## src/event_channel_flags_defines.vh

```
/*
 * Constants for the event channel flag block: register indices, field
 * positions and reset values.
 * Assumes inclusion by bare name from the design files of this block.
 */
`ifndef EVENT_CHANNEL_FLAGS_DEFINES_VH
`define EVENT_CHANNEL_FLAGS_DEFINES_VH

`define ECF_NUM_CHANNELS      32
`define ECF_CH_IDX_W          5
// Printed register indices; byte address is four times the index
`define ECF_FLAG_BASE_IDX     8'h26
`define ECF_FLAG_STRIDE_IDX   8'h08
`define ECF_FLAG_RESET        8'h00
// Own registers, beyond the last channel flag index
`define ECF_IRQ_STATUS_IDX    9'h1_30
`define ECF_IRQ_MASK_IDX      9'h1_31
`define ECF_EVD_ENABLE_IDX    9'h1_32
`define ECF_OVR_ENABLE_IDX    9'h1_33
`define ECF_ASYNC_PATH_IDX    9'h1_34
// Field positions in the channel flag register
`define ECF_BIT_OVR           0
`define ECF_BIT_EVD           1
// Status bits of the summary interrupt status register
`define ECF_ST_EVD_IRQ        0
`define ECF_ST_OVR_IRQ        1
`define ECF_ADDR_W            11
`define ECF_RDATA_UNMAPPED    32'h0000_0000

`endif

```

## src/event_channel_slice.v

```verilog
/*
 * One event channel: tracks users still handling an event, and holds the
 * event-detected and overrun flags with write-one-to-clear.
 * Assumes events and user ready/done strobes synchronous to clock_i.
 */
`timescale 1ns/1ns
`include "event_channel_flags_defines.vh"

module event_channel_slice (
    input  wire       clock_i,
    input  wire       rst_n_i,
    input  wire       event_i,
    input  wire       users_ready_i,
    input  wire       users_done_i,
    input  wire       async_path_i,
    input  wire       clr_evd_i,
    input  wire       clr_ovr_i,
    output wire [7:0] flags_o
);
    reg evd_q;
    reg ovr_q;
    reg pending_q;
    wire overrun;

    // New event while users busy or previous event unhandled
    assign overrun = event_i & (~users_ready_i | (pending_q & ~users_done_i));

    // Pending tracks an event not yet handled by every user
    always @(posedge clock_i or negedge rst_n_i) begin
        if (!rst_n_i) begin
            pending_q <= 1'b0;
        end else if (event_i) begin
            pending_q <= ~async_path_i;
        end else if (users_done_i) begin
            pending_q <= 1'b0;
        end
    end

    // Set beats clear; asynchronous path never sets a flag
    always @(posedge clock_i or negedge rst_n_i) begin
        if (!rst_n_i) begin
            evd_q <= 1'b0;
            ovr_q <= 1'b0;
        end else begin
            if (event_i && !async_path_i) begin
                evd_q <= 1'b1;
            end else if (clr_evd_i) begin
                evd_q <= 1'b0;
            end
            if (overrun && !async_path_i) begin
                ovr_q <= 1'b1;
            end else if (clr_ovr_i) begin
                ovr_q <= 1'b0;
            end
        end
    end

    assign flags_o = {6'h00, evd_q, ovr_q};
endmodule

```

## src/event_channel_flags.v

```verilog
/*
 * Event channel flag block: 32 channel flag registers, per-channel
 * interrupt enables, asynchronous path selects and a summary interrupt,
 * reached over an Avalon-MM slave with waitrequest (word addresses).
 * Assumes one clock; all channel-side strobes synchronous to clock_i.
 */
`timescale 1ns/1ns
`include "event_channel_flags_defines.vh"

module event_channel_flags (
    input  wire        clock_i,
    input  wire        rst_n_i,
    // Avalon-MM slave, word address
    input  wire [10:0] avs_address,
    input  wire        avs_read,
    input  wire        avs_write,
    input  wire [31:0] avs_writedata,
    input  wire [3:0]  avs_byteenable,
    output reg  [31:0] avs_readdata,
    output wire        avs_waitrequest,
    // Channel side
    input  wire [31:0] chan_event_i,
    input  wire [31:0] chan_users_ready_i,
    input  wire [31:0] chan_users_done_i,
    // Interrupts
    output wire [31:0] chan_irq_o,
    output wire        irq_o
);
    localparam NCH = `ECF_NUM_CHANNELS;

    reg  [31:0] evd_en_q;
    reg  [31:0] ovr_en_q;
    reg  [31:0] async_q;
    reg  [1:0]  irq_status_q;
    reg  [1:0]  irq_mask_q;
    reg         ack_q;
    wire [7:0]  flags [0:NCH-1];
    wire [31:0] evd_vec;
    wire [31:0] ovr_vec;
    wire        req_valid;
    wire        wr_take;
    wire        rd_take;
    wire [7:0]  lane0_wr;
    wire [31:0] flag_hit;
    wire        wr_status;
    reg  [1:0]  st_set;
    reg  [1:0]  st_clr;
    reg  [1:0]  irq_status_d;
    reg  [31:0] rdata_d;
    integer     i;

    // Flag register index of a channel, used by decode and readback
    // Integer argument so a genvar can be passed without a part-select
    function [10:0] flag_index;
        input integer ch;
        begin
            flag_index = {3'b000, `ECF_FLAG_BASE_IDX}
                       + {3'b000, `ECF_FLAG_STRIDE_IDX} * {6'h00, ch[4:0]};
        end
    endfunction

    // True when a word address hits a given own register
    function is_own;
        input [10:0] addr;
        input [8:0]  idx;
        begin
            is_own = (addr == {2'b00, idx});
        end
    endfunction

    // One wait state: answer lands the cycle after the request is seen
    assign req_valid       = avs_read | avs_write;
    assign avs_waitrequest = req_valid & ~ack_q;
    assign wr_take         = avs_write & ack_q;
    assign rd_take         = avs_read & ~ack_q;
    assign lane0_wr        = avs_byteenable[0] ? avs_writedata[7:0] : 8'h00;

    always @(posedge clock_i or negedge rst_n_i) begin
        if (!rst_n_i) begin
            ack_q <= 1'b0;
        end else begin
            ack_q <= req_valid & ~ack_q;
        end
    end

    // Per-channel flag slices with write-one-to-clear strobes
    genvar g;
    generate
        for (g = 0; g < NCH; g = g + 1) begin : g_ch
            wire hit;
            // Address match shared by the clear strobes and the readback mux
            assign flag_hit[g] = (avs_address == flag_index(g));
            assign hit         = wr_take & flag_hit[g];
            event_channel_slice u_slice (
                .clock_i       (clock_i),
                .rst_n_i       (rst_n_i),
                .event_i       (chan_event_i[g]),
                .users_ready_i (chan_users_ready_i[g]),
                .users_done_i  (chan_users_done_i[g]),
                .async_path_i  (async_q[g]),
                .clr_evd_i     (hit & lane0_wr[`ECF_BIT_EVD]),
                .clr_ovr_i     (hit & lane0_wr[`ECF_BIT_OVR]),
                .flags_o       (flags[g])
            );
            assign evd_vec[g] = flags[g][`ECF_BIT_EVD];
            assign ovr_vec[g] = flags[g][`ECF_BIT_OVR];
        end
    endgenerate

    // Per-channel request from flag and its enable
    assign chan_irq_o = (evd_vec & evd_en_q) | (ovr_vec & ovr_en_q);

    // Control registers written by software
    always @(posedge clock_i or negedge rst_n_i) begin
        if (!rst_n_i) begin
            evd_en_q   <= 32'h0000_0000;
            ovr_en_q   <= 32'h0000_0000;
            async_q    <= 32'h0000_0000;
            irq_mask_q <= 2'b00;
        end else if (wr_take) begin
            if (is_own(avs_address, `ECF_EVD_ENABLE_IDX)) begin
                evd_en_q <= avs_writedata;
            end
            if (is_own(avs_address, `ECF_OVR_ENABLE_IDX)) begin
                ovr_en_q <= avs_writedata;
            end
            if (is_own(avs_address, `ECF_ASYNC_PATH_IDX)) begin
                async_q <= avs_writedata;
            end
            if (is_own(avs_address, `ECF_IRQ_MASK_IDX)) begin
                irq_mask_q <= avs_writedata[1:0];
            end
        end
    end

    assign wr_status = wr_take & is_own(avs_address, `ECF_IRQ_STATUS_IDX);

    // Sticky summary status: any enabled request sets, write one clears, set wins
    always @* begin
        st_set       = {|(ovr_vec & ovr_en_q), |(evd_vec & evd_en_q)};
        st_clr       = wr_status ? avs_writedata[1:0] : 2'b00;
        irq_status_d = st_set | (irq_status_q & ~st_clr);
    end

    // Status register; next value settled above keeps this process plain
    always @(posedge clock_i or negedge rst_n_i) begin
        if (!rst_n_i) begin
            irq_status_q <= 2'b00;
        end else begin
            irq_status_q <= irq_status_d;
        end
    end

    assign irq_o = |(irq_status_q & irq_mask_q);

    // Readback mux; flag words are zero-extended, unmapped places read zero
    always @* begin
        rdata_d = `ECF_RDATA_UNMAPPED;
        for (i = 0; i < NCH; i = i + 1) begin
            if (flag_hit[i]) begin
                rdata_d = {24'h00_0000, flags[i]};
            end
        end
        if (is_own(avs_address, `ECF_IRQ_STATUS_IDX)) begin
            rdata_d = {30'h0000_0000, irq_status_q};
        end
        if (is_own(avs_address, `ECF_IRQ_MASK_IDX)) begin
            rdata_d = {30'h0000_0000, irq_mask_q};
        end
        if (is_own(avs_address, `ECF_EVD_ENABLE_IDX)) begin
            rdata_d = evd_en_q;
        end
        if (is_own(avs_address, `ECF_OVR_ENABLE_IDX)) begin
            rdata_d = ovr_en_q;
        end
        if (is_own(avs_address, `ECF_ASYNC_PATH_IDX)) begin
            rdata_d = async_q;
        end
    end

    // Read data registered on the wait cycle, valid when waitrequest drops
    always @(posedge clock_i or negedge rst_n_i) begin
        if (!rst_n_i) begin
            avs_readdata <= 32'h0000_0000;
        end else if (rd_take) begin
            avs_readdata <= rdata_d;
        end
    end
endmodule

```

## config.mk

```make
export PLATFORM = sky130hd
export DESIGN_NAME = event_channel_flags
export DESIGN_NICKNAME = d
export VERILOG_FILES = /design/src/event_channel_slice.v /design/src/event_channel_flags.v
export VERILOG_INCLUDE_DIRS = /design/src
export SDC_FILE = /design/constraint.sdc
export NUM_CORES = 1
export LEC_CHECK = 0
export BUFFER_PORTS_ARGS = -buffer_cell sky130_fd_sc_hd__buf_2
export CAP_MARGIN = 10
export CORE_AREA = 2 2 254 131
export CTS_BUF_LIST = sky130_fd_sc_hd__clkbuf_4 sky130_fd_sc_hd__clkbuf_8 sky130_fd_sc_hd__clkbuf_16
export DETAILED_ROUTE_END_ITERATION = 10
export DIE_AREA = 0 0 256 133
export PLACE_DENSITY = 0.55
export SKIP_LAST_GASP = 1
export SLEW_MARGIN = 20
export SYNTH_ARGS = -nofsm -noshare
export SYNTH_HDL_FRONTEND = slang
export SYNTH_SLANG_ARGS = --single-unit
export TNS_END_PERCENT = 1
```

## constraint.sdc

```tcl
create_clock -name clock_i -period 2.02 [get_ports clock_i]
set_input_delay 0.101 -clock clock_i [delete_from_list [all_inputs] [get_ports clock_i]]
set_output_delay 0.101 -clock clock_i [all_outputs]
set_load 0.02 [all_outputs]
```

==> metrics.md, run 1 <==
| Metric | Value |
|---|---|
| Sequence of cells on the critical path | `mux2i_1 > o22ai_1 > a221oi_2 > a21oi_1 > a311oi_1 > o22ai_1 > a21oi_2 > o211ai_1` |
| Initial drt markers | `1050` |
| Core area | `0.03217 mm2` |
| Net Sw Power | `2.534 mW` |
| Most used DFF post-synth | `dfrtp_1` |
| Clock power frac | `42.8%` |
| Clock sink total | `229` |
| Worst Setup End Kind | `flop` |
| Number of enable flip-flop cells after synthesis | `0` |
| Worst VDD drop | `0.5013 mV` |
| Setup Skew | `21.79 ps` |
| CTS Buffer Depth | `3` |
| DP HPWL | `30910 um` |
| DRC viols | `0` |
| Tmin final | `1897 ps` |
| Post-Syn Area | `0.01094 mm2` |
| Sw Ratio | `25.30%` |
| Cells after DPL | `1796` |
| Slowest-stage cell, CP | `dfrtp_2` |
| CP top delay family | `compound AO/OA/AOI/OAI gates` |
| Worst Path Required | `2430 ps` |
| Most used routing layer | `met1` |
| Post-route ant nets | `0` |
| Die width | `256 um` |
| Crit share post-route | `93.92%` |
| Initial antenna violation count | `2` |
| Async SR Flop Fraction | `100.0%` |
| M1 GR Usage | `37.31%` |
| Final nets | `1679` |
| Routability cong. | `0.9581` |
| Pre-CTS WS | `-399.7 ps` |
| Synthesized flop and latch total | `229` |
| Crit Path Class | `reg2reg` |
| GRT Total Usage | `24.00%` |
| GRT overflow | `0` |
| Pleak | `7.267 nW` |
| Final setup fails | `0` |
| Status | `finished, final reports clean` |
| Worst-path clk slew | `80 ps` |
| Worst Path Arrival | `2310 ps` |
| RR Startpoint | `g_ch[0].u_slice.ovr_q` |
| Layout cells sized above 1 | `27.11%` |
| Pwr dens | `641.7 mW/mm2` |
| Synth unique cells | `66` |
| Syn Area/Cell | `10.20 um2` |
| Final Non-Filler Cells | `1992` |
| CP max FO | `2` |
| YS warnings | `0` |
| Final worst slack | `122.9 ps` |
| Worst Hold Path EP | `g_ch[25].u_slice.ovr_q` |
| Met2 usage | `32.88%` |
| Ports | `213` |
| CP bufs+invs | `0` |
| IO buf count | `209` |
| Register area share after synthesis | `52.38%` |
| TritonCTS clock tree | `done` |
| Worst r2r dst | `avs_readdata[0]` |
| Final hold slack | `12.47 ps` |
| RSZ-0062 raised after global routing | `yes` |
| Starting density of the core | `34.01%` |
| CTS Buf Count | `23` |
| Largest net degree at the start of global routing | `59` |
| Hold Path Origin | `chan_users_done_i[25]` |
| Max-cap violations | `0` |
| WL/cell | `20.53 um` |
| Tightest Pin Transition | `871.5 ps` |
| Crit start category | `flop` |
| Vias in the first global route | `10460` |
| Internal Power | `7.480 mW` |
| Skew-Pair Late Insertion Delay | `540 ps` |
| Max Clk Rate | `527.1 MHz` |
| P&R area growth vs syn | `42.65%` |
| Global-route wire length before repair | `62730 um` |
| Full die area | `0.03405 mm2` |
| Final hold violation count | `0` |
| Routed via count | `10480` |
| Routed Wire Length | `40890 um` |
| Met3 usage | `6.705%` |
| Cell Rows | `47` |
| DRT Pass-1 Iters | `6` |
| CTS root buffer | `clkbuf_16` |
| Hold path depth | `4` |
| Post-layout util | `48.52%` |
| Reg2reg path depth | `8` |
| Max-slew violations | `0` |
| Vias per cell | `5.259` |
| FF-to-FF setup slack | `120 ps` |
| Relative slew slack | `40.40%` |
| Chip height | `133 um` |
| Htree depth | `1` |
| Comb pwr share | `10.6%` |
| Mapped Cells | `1073` |
| Hold crit path type | `in2reg` |
| CP dominant cell by count | `o22ai_1` |
| Max incr delay on CP | `430 ps` |
| Seq pwr share | `46.6%` |
| Net Count, Synth | `1220` |
## worst max path at each step
stage                                      from              end  slack, ps  cells past startpoint
after floorplan                  avs_address[6]     ovr_en_q[10]       -120                     11
after global placement           avs_address[9]      ovr_en_q[6]       -320                      8
after detailed placement         avs_address[9]     evd_en_q[18]       -400                      7
after CTS                 g_ch[0].u_slice.ovr_q  avs_readdata[0]         30                      8
after global routing      g_ch[0].u_slice.ovr_q  avs_readdata[0]        -40                      8
final                     g_ch[0].u_slice.ovr_q  avs_readdata[0]        120                      8
## power by group through the flow
| stage | clock (mW) | sequential (mW) | combinational (mW) |
|---|---|---|---|
| after global routing | 4.56 | 4.67 | 1.16 |
| after floorplan | 0 | 4.75 | 0.284 |
| after detailed placement | 0 | 4.75 | 0.799 |
| final | 4.29 | 4.67 | 1.06 |
| after global placement | 0 | 4.75 | 0.796 |
| after CTS | 4.36 | 4.67 | 1.05 |
## worst register-to-register path, cell delays in order (launching register included)
cell,delay [ps]
dfrtp_2,430
mux2i_1,130
o22ai_1,110
a221oi_2,330
a21oi_1,70
a311oi_1,260
o22ai_1,130
a21oi_2,210
o211ai_1,100
## per-layer routing
metal	share of wire (%)	routed length (um)
met5	0.022	9
met2	39	16130
met4	1.7	688
met1	50	20250
met3	9.3	3809
## area by class of cell
cell class                      instances  area [um2]
Tap cell                              441       551.8
Timing Repair Buffer                  486        3641
Clock buffer                           26       610.6
Inverter                                2       7.507
Sequential cell                       229        5732
Clock inverter                         16       121.4
Fill cell                            3037       16560
Multi-Input combinational cell        790        4937
Antenna cell                            2       5.005
## sequential cells by signal (all words and copies together), names as in the netlist
| name | cells |
|---|---|
| ack_q | 1 |
| async_q | 32 |
| avs_readdata | 32 |
| evd_en_q | 32 |
| g_ch.u_slice.evd_q | 32 |
| g_ch.u_slice.ovr_q | 32 |
| g_ch.u_slice.pending_q | 32 |
| irq_mask_q | 2 |
| irq_status_q | 2 |
| ovr_en_q | 32 |
## metrics by stage
stage	power [mW]	instance area, um2	setup TNS [ps]
floorplan	5.034	10940	-6027
global placement	5.547	13340	-28920
detailed placement	5.552	13340	-35060
CTS	10.08	15590	0
global route	10.39	15600	-69.78
finish	10.01	15610	0
## cell usage after synthesis, drive strengths merged, types with 3 or more instances
master   count  area [um2]
and3         4       25.02
o211ai       6       45.04
o31ai        3       22.52
or3          3       18.77
nand4       19       118.9
mux2       100        1126
a22o         3       26.28
nand2      231       867.1
buf         27       182.7
a31oi        4       25.02
a222oi      31       310.3
a22oi        3       22.52
clkbuf      25       95.09
nand3       17       85.08
and2         5       31.28
o21ai      122       610.6
a21oi       30       150.1
nor4         5       31.28
nor2        31       135.1
nand2b      69       431.7
nor3        14       75.07
nor2b        5       31.28
o2111ai      3       26.28
a2111oi      3       26.28
dfrtp      229        5731
o22ai        5       31.28
mux2i        4       40.04
a32oi        4       35.03
a21o        33       247.7
## cells in the final DEF (no fill, tap or decap), types with 10 or more instances in the layout
cell type and instances:
nor2_1 29, a21oi_1 29, a222oi_1 31, clkinv_2 10, nand4_1 19, nand3_1 17, o21ai_0 120, dfrtp_1 228
mux2_2 33, clkbuf_16 23, buf_4 115, buf_12 10, mux2_1 67, nand2b_1 68, dlygate4sd3_1 152, nor3_1 13
nand2_1 231, a21o_1 33, buf_2 208
## repair_timing
item,4_1_cts,5_1_grt
resized for setup,0,3
hold endpoints to repair,426,0
endpoints found under the setup margin,0,2
hold buffers,152,0
setup buffers,0,0
## kinds of logic after synthesis
group | Yosys count | share of synthesized area [%]
buffers and inverters | 54 | 2.607
AO/OA/AOI/OAI | 266 | 15.71
multiplexers | 105 | 10.86
flip-flops | 229 | 52.38
AND/OR/NAND/NOR | 419 | 18.44
No activity file was read; power rests on OpenSTA's default activity.
==> inputs of run 2 (changes only) <==
==> constraint.sdc (replaced) <==
create_clock -name clock_i -period 2.02 [get_ports clock_i]
set_input_delay 0 -clock clock_i [delete_from_list [all_inputs] [get_ports clock_i]]
set_output_delay 0 -clock clock_i [all_outputs]
set_load 0.02 [all_outputs]
==> run 2 against run 1 <==
  * The flow now finishes with violations (hold timing)
  * Sequential share of layout area down 0.29 points
  * Cell area increased by 0.79%
  * Final cell count rose by 0.35%
  * Core utilization up 0.38 points
  * Non-clock buffer count up 10
  * Flip-flop and latch count did not move
  * Combinational power hardly changed
  * Maximum frequency shrank 0.69%
  * First-iteration DRC count fell by 4.2%
  * Register-to-register slack barely moved
  * Sequential power about the same
  * Via count up 1.1%
  * Critical path type unchanged
  * Critical endpoint is now avs_readdata[1]
==> metrics.md, run 2 (synthesis results as in run 1) <==
| Metric | Value |
|---|---|
| Number of post-CTS setup repair buffers | `0` |
| Hold crit path type | `in2async` |
| Post-route ant nets | `0` |
| Commonest non-fill, non-tap cell in the layout | `nand2_1` |
| Area of the multi-input gates | `0.004937 mm2` |
| Worst Path Arrival | `2320 ps` |
| Largest net degree at the start of global routing | `58` |
| Die width | `256 um` |
| Max-cap violations | `0` |
| Setup Skew | `6.665 ps` |
| CP max FO | `3` |
| Initial antenna violation count | `2` |
| Clock sink total | `229` |
| RSZ-0062 raised after global routing | `yes` |
| Status | `finished with violations` |
| Crit Path Class | `reg2reg` |
| Ports | `213` |
| Core area | `0.03217 mm2` |
| Routed via count | `10590` |
| TritonCTS clock tree | `done` |
| WL/cell | `20.71 um` |
| Tightest Pin Transition | `814.6 ps` |
| Pwr dens | `636.1 mW/mm2` |
| Cell Rows | `47` |
| IO buf count | `209` |
| Skew-Pair Late Insertion Delay | `530 ps` |
| Final hold violation count | `8` |
| Max-slew violations | `0` |
| Chip height | `133 um` |
| Routed Wire Length | `41390 um` |
| Post-DP Area | `0.01334 mm2` |
| Fillcell total | `3064` |
| DP HPWL | `31290 um` |
| Tmin final | `1910 ps` |
| Pleak | `7.319 nW` |
| Worst-path clk slew | `60 ps` |
| Worst Path Required | `2430 ps` |
| Finished Cell Area | `0.01573 mm2` |
| GRT overflow | `0` |
| Failing checks | `hold timing` |
| Final setup fails | `0` |
| Final nets | `1689` |
| Htree depth | `1` |
| Crit start category | `flop` |
| Cells after DPL | `1795` |
| Starting density of the core | `34.01%` |
| Final hold slack | `-3.527 ps` |
| DRT Pass-1 Iters | `8` |
| CTS Buf Count | `23` |
| Worst VDD drop | `0.4876 mV` |
| FF+latch area | `0.005732 mm2` |
| Layout cells sized above 1 | `26.74%` |
| Relative slew slack | `44.29%` |
| Vias in the first global route | `10680` |
| Global-route wire length before repair | `63810 um` |
| Max Clk Rate | `523.5 MHz` |
| GRT Total Usage | `24.40%` |
| Full die area | `0.03405 mm2` |
| Worst Setup End Kind | `flop` |
| CTS Buffer Depth | `3` |
| Vias per cell | `5.296` |
| Post-layout util | `48.90%` |
| Final Non-Filler Cells | `1999` |
| CTS root buffer | `clkbuf_16` |
| DRC viols | `0` |
| Initial drt markers | `1006` |
| Crit share post-route | `94.57%` |
| Post-route setup TNS | `0 ps` |
| Routability cong. | `0.9304` |
| P&R area growth vs syn | `43.77%` |
| Most frequent cells in the layout | `nand2_1 (231), dfrtp_1 (228), buf_2 (208), dlygate4sd3_1 (163), o21ai_0 (120)` |
run 2: cell types whose count changed in the layout (fill, tap and decap cells not counted):
| cell | previous run | this run |
|---|---|---|
| clkbuf_4 | 1 | 5 |
| clkbuf_8 | 2 | 7 |
| buf_4 | 115 | 113 |
| clkinv_2 | 10 | 1 |
| dlygate4sd3_1 | 152 | 163 |
| clkinvlp_4 | 2 | 1 |
| inv_6 | 2 | 1 |
| buf_12 | 10 | 11 |
| bufinv_16 | 1 | 0 |
run 2: area by class of cell:
class	count	area share (%)
flip-flops and latches	229	36.44
clock inverters	4	0.1909
well taps	441	3.508
multi-input cells	790	31.39
repair buffers	496	23.88
inverters	2	0.04773
clock buffers	35	4.510
diodes	2	0.03182
run 2: worst max-delay path, stage by stage (launching register included):
cell and delay, ps:
dfrtp_1 420, o311ai_0 490, o32ai_1 170, a21oi_1 180, o21ai_1 100, a21oi_1 310, o21ai_1 120
run 2: metal layers:
layer,vias to the layer above,wire length (um),global-route usage (%)
li1,4836,-,-
met1,5266,20400,37.66
met2,433,16350,33.27
met3,51,3824,7.107
met4,0,812,5.133
met5,-,0,0
run 2: report_power, final:
| part | total (mW) | internal [mW] | switching (mW) |
|---|---|---|---|
| Combinational | 1.08 | 0.536 | 0.541 |
| Sequential | 4.67 | 4.64 | 0.0283 |
| Clock | 4.26 | 2.42 | 1.84 |
run 2: repair_timing:
action,CTS,global route
hold endpoints to repair,426,0
hold buffers,163,0
resized for setup,0,3
setup endpoints to repair,0,2
run 2: worst paths after layout:
path / startpoint / end / slack (ps) / cells after the start
min: rst_n_i / ack_q / -4 / 2
min in group clock_i: avs_address[10] / g_ch[1].u_slice.ovr_q / 20 / 5
min reg2reg: avs_readdata[10] / avs_readdata[10] / 480 / 2
max: g_ch[3].u_slice.evd_q / avs_readdata[1] / 110 / 6
max in group asynchronous: rst_n_i / async_q[26] / 1350 / 3
max reg2reg: g_ch[3].u_slice.evd_q / avs_readdata[1] / 110 / 6
run 2: stage by stage:
| step | power (mW) | setup slack, ps | hold WS [ps] |
|---|---|---|---|
| after detailed placement | 5.557 | -269.6 | -40.24 |
| after global routing | 10.36 | -21.70 | 19.95 |
| final | 10.01 | 109.7 | -3.527 |
| after global placement | 5.549 | -267.6 | -40.89 |
| after CTS | 10.09 | 52.04 | 3.893 |
| after floorplan | 5.034 | -14.44 | -295.6 |
==> inputs of run 3 (changes only) <==
Settings changed: CAP_MARGIN 10 to 20, CORE_AREA 2 2 254 131 to 2 2 213 110, DIE_AREA 0 0 256 133 to 0 0 215 112, PLACE_DENSITY 0.55 to 0.74.
Clock period 2.02 ns to 2 ns, I/O delays scaled along.
==> run 3 against run 2 <==
  * The flow now finishes without violations
  * Final cell count down 7.7%
  * Non-clock buffer count decreased by 16
  * Combinational power about the same
  * Clock skew up 12 ps
  * Critical path depth did not move
  * Critical endpoint unchanged
  * Largest power group unchanged
==> metrics.md, run 3 (synthesis results as in run 1) <==
| Metric | Value |
|---|---|
| Status | `finished, final reports clean` |
| Initial drt markers | `1491` |
| Crit Path Class | `reg2reg` |
| Pleak | `7.237 nW` |
| Clock sink total | `229` |
| Final nets | `1671` |
| Crit start category | `flop` |
| P&R area growth vs syn | `40.87%` |
| Vias per cell | `5.790` |
| DRT Pass-1 Iters | `6` |
| DRC viols | `0` |
| Final worst slack | `127.7 ps` |
| Worst Setup End Kind | `flop` |
| Area of the multi-input gates | `0.004937 mm2` |
| Final setup fails | `0` |
| Routed via count | `10690` |
| Sequence of cells on the critical path | `a2111oi_0 > a41oi_1 > o2111ai_1 > o21ai_1 > a21oi_1 > o21ai_1` |
| Core area | `0.02235 mm2` |
| Most frequent cells in the layout | `nand2_1 (231), dfrtp_1 (229), buf_2 (208), dlygate4sd3_1 (164), o21ai_0 (120)` |
| Setup Skew | `18.78 ps` |
| Global-route wire length before repair | `61220 um` |
| Initial antenna violation count | `3` |
| CP bufs+invs | `0` |
| Pwr dens | `659.8 mW/mm2` |
| GRT Total Usage | `32.82%` |
| Crit share post-route | `93.61%` |
| Max incr delay on CP | `510 ps` |
| Tmin final | `1872 ps` |
| Pwr Total | `10.17 mW` |
| Skew-Pair Late Insertion Delay | `520 ps` |
| CP dominant cell by count | `o21ai_1` |
| Htree depth | `1` |
| DP HPWL | `28250 um` |
| Relative slew slack | `54.06%` |
| Worst Path Arrival | `2260 ps` |
| Pre-CTS WS | `-301.6 ps` |
| Ports | `213` |
| CP max FO | `4` |
| CTS root buffer | `clkbuf_16` |
| Starting density of the core | `48.95%` |
| Chip height | `112 um` |
| Max-cap violations | `0` |
| Max Clk Rate | `534.1 MHz` |
| CP top delay family | `compound AO/OA/AOI/OAI gates` |
| FF+latch area | `0.005731 mm2` |
| Routed Wire Length | `39100 um` |
| Number of post-CTS setup repair buffers | `0` |
| Worst-path clk slew | `70 ps` |
| Worst Path Required | `2390 ps` |
| Worst VDD drop | `0.4300 mV` |
| Hold crit path type | `in2reg` |
| Slowest-stage cell, CP | `a2111oi_0` |
| Cells after DPL | `1644` |
| Die width | `215 um` |
| Post-layout util | `68.96%` |
| Fillcell total | `1682` |
| Post-route ant nets | `0` |
| Tightest Pin Transition | `671.8 ps` |
| Final hold violation count | `0` |
| RSZ-0062 raised after global routing | `yes` |
| Final Non-Filler Cells | `1846` |
| WL/cell | `21.18 um` |
| Commonest non-fill, non-tap cell in the layout | `nand2_1` |
| CTS Buffer Depth | `3` |
| CTS Buf Count | `21` |
| Full die area | `0.02408 mm2` |
| Vias in the first global route | `10890` |
| Cell Rows | `39` |
| Routability cong. | `0.9702` |
| Max-slew violations | `0` |
| Layout cells sized above 1 | `25.75%` |
| IO buf count | `209` |
| Largest net degree at the start of global routing | `81` |
| GRT overflow | `0` |
| TritonCTS clock tree | `done` |
[run 3: changes by cell type in the layout (fill, tap and decap cells not counted), moves of 2 or more]
| cell | previous run | this run |
|---|---|---|
| clkbuf_16 | 23 | 21 |
| clkbuf_8 | 7 | 2 |
| buf_4 | 113 | 98 |
| clkinv_2 | 1 | 5 |
| clkbuf_4 | 5 | 3 |
| bufinv_16 | 0 | 4 |
| buf_12 | 11 | 9 |
[run 3: what timing repair did]
| action | 4_1_cts | 5_1_grt |
|---|---|---|
| pin swaps | 0 | 0 |
| gates resized for setup | 1 | 1 |
| hold buffers | 164 | 0 |
| hold endpoints to repair | 399 | 0 |
| endpoints found under the setup margin | 1 | 2 |
[run 3: final cells by class]
class,count,share of cell area [%]
flip-flops and latches,229,37.18
clock buffers,26,3.734
inverters,2,0.04871
well taps,307,2.492
multi-input cells,790,32.03
diodes,1,0.01624
clock inverters,11,1.047
repair buffers,480,23.45
[run 3: final timing paths]
check	startpoint	slack, ps	depth (start not counted)	end
max in group asynchronous	rst_n_i	1210	3	g_ch[7].u_slice.evd_q
min	avs_address[6]	70	5	g_ch[2].u_slice.evd_q
min in group asynchronous	rst_n_i	80	2	g_ch[1].u_slice.pending_q
min reg2reg	avs_readdata[26]	470	2	avs_readdata[26]
max	g_ch[14].u_slice.evd_q	130	6	avs_readdata[1]
max reg2reg	g_ch[14].u_slice.evd_q	130	6	avs_readdata[1]
[run 3: worst register-to-register path, stage by stage (launching register included)]
cell       delay (ps)
dfrtp_1           450
a2111oi_0         510
a41oi_1            90
o2111ai_1         140
o21ai_1           130
a21oi_1           310
o21ai_1           110
[run 3: metal layers]
| layer | wire, um | part of all wire, % | GRT usage, % |
|---|---|---|---|
| met1 | 17550 | 45 | 49.73 |
| met2 | 16160 | 41 | 47.03 |
| met3 | 4680 | 12 | 9.344 |
| met4 | 697 | 1.8 | 6.437 |
| met5 | 10 | 0.026 | 0 |
[run 3: through the flow]
step / instance area [um2] / hold WS, ps / setup TNS, ps
floorplan: 10940 / -295.6 / -1167
global placement: 13020 / 40.67 / -19860
detailed placement: 13020 / 46.63 / -28120
CTS: 15410 / 51.01 / 0
global route: 15410 / 84.60 / -74.99
finish: 15410 / 71.60 / 0
[run 3: report_power, final]
part	internal (mW)	switching [mW]	leakage [nW]
clock	2.57	1.80	0.368
combinational	0.541	0.548	4.10
sequential	4.69	0.0282	2.76
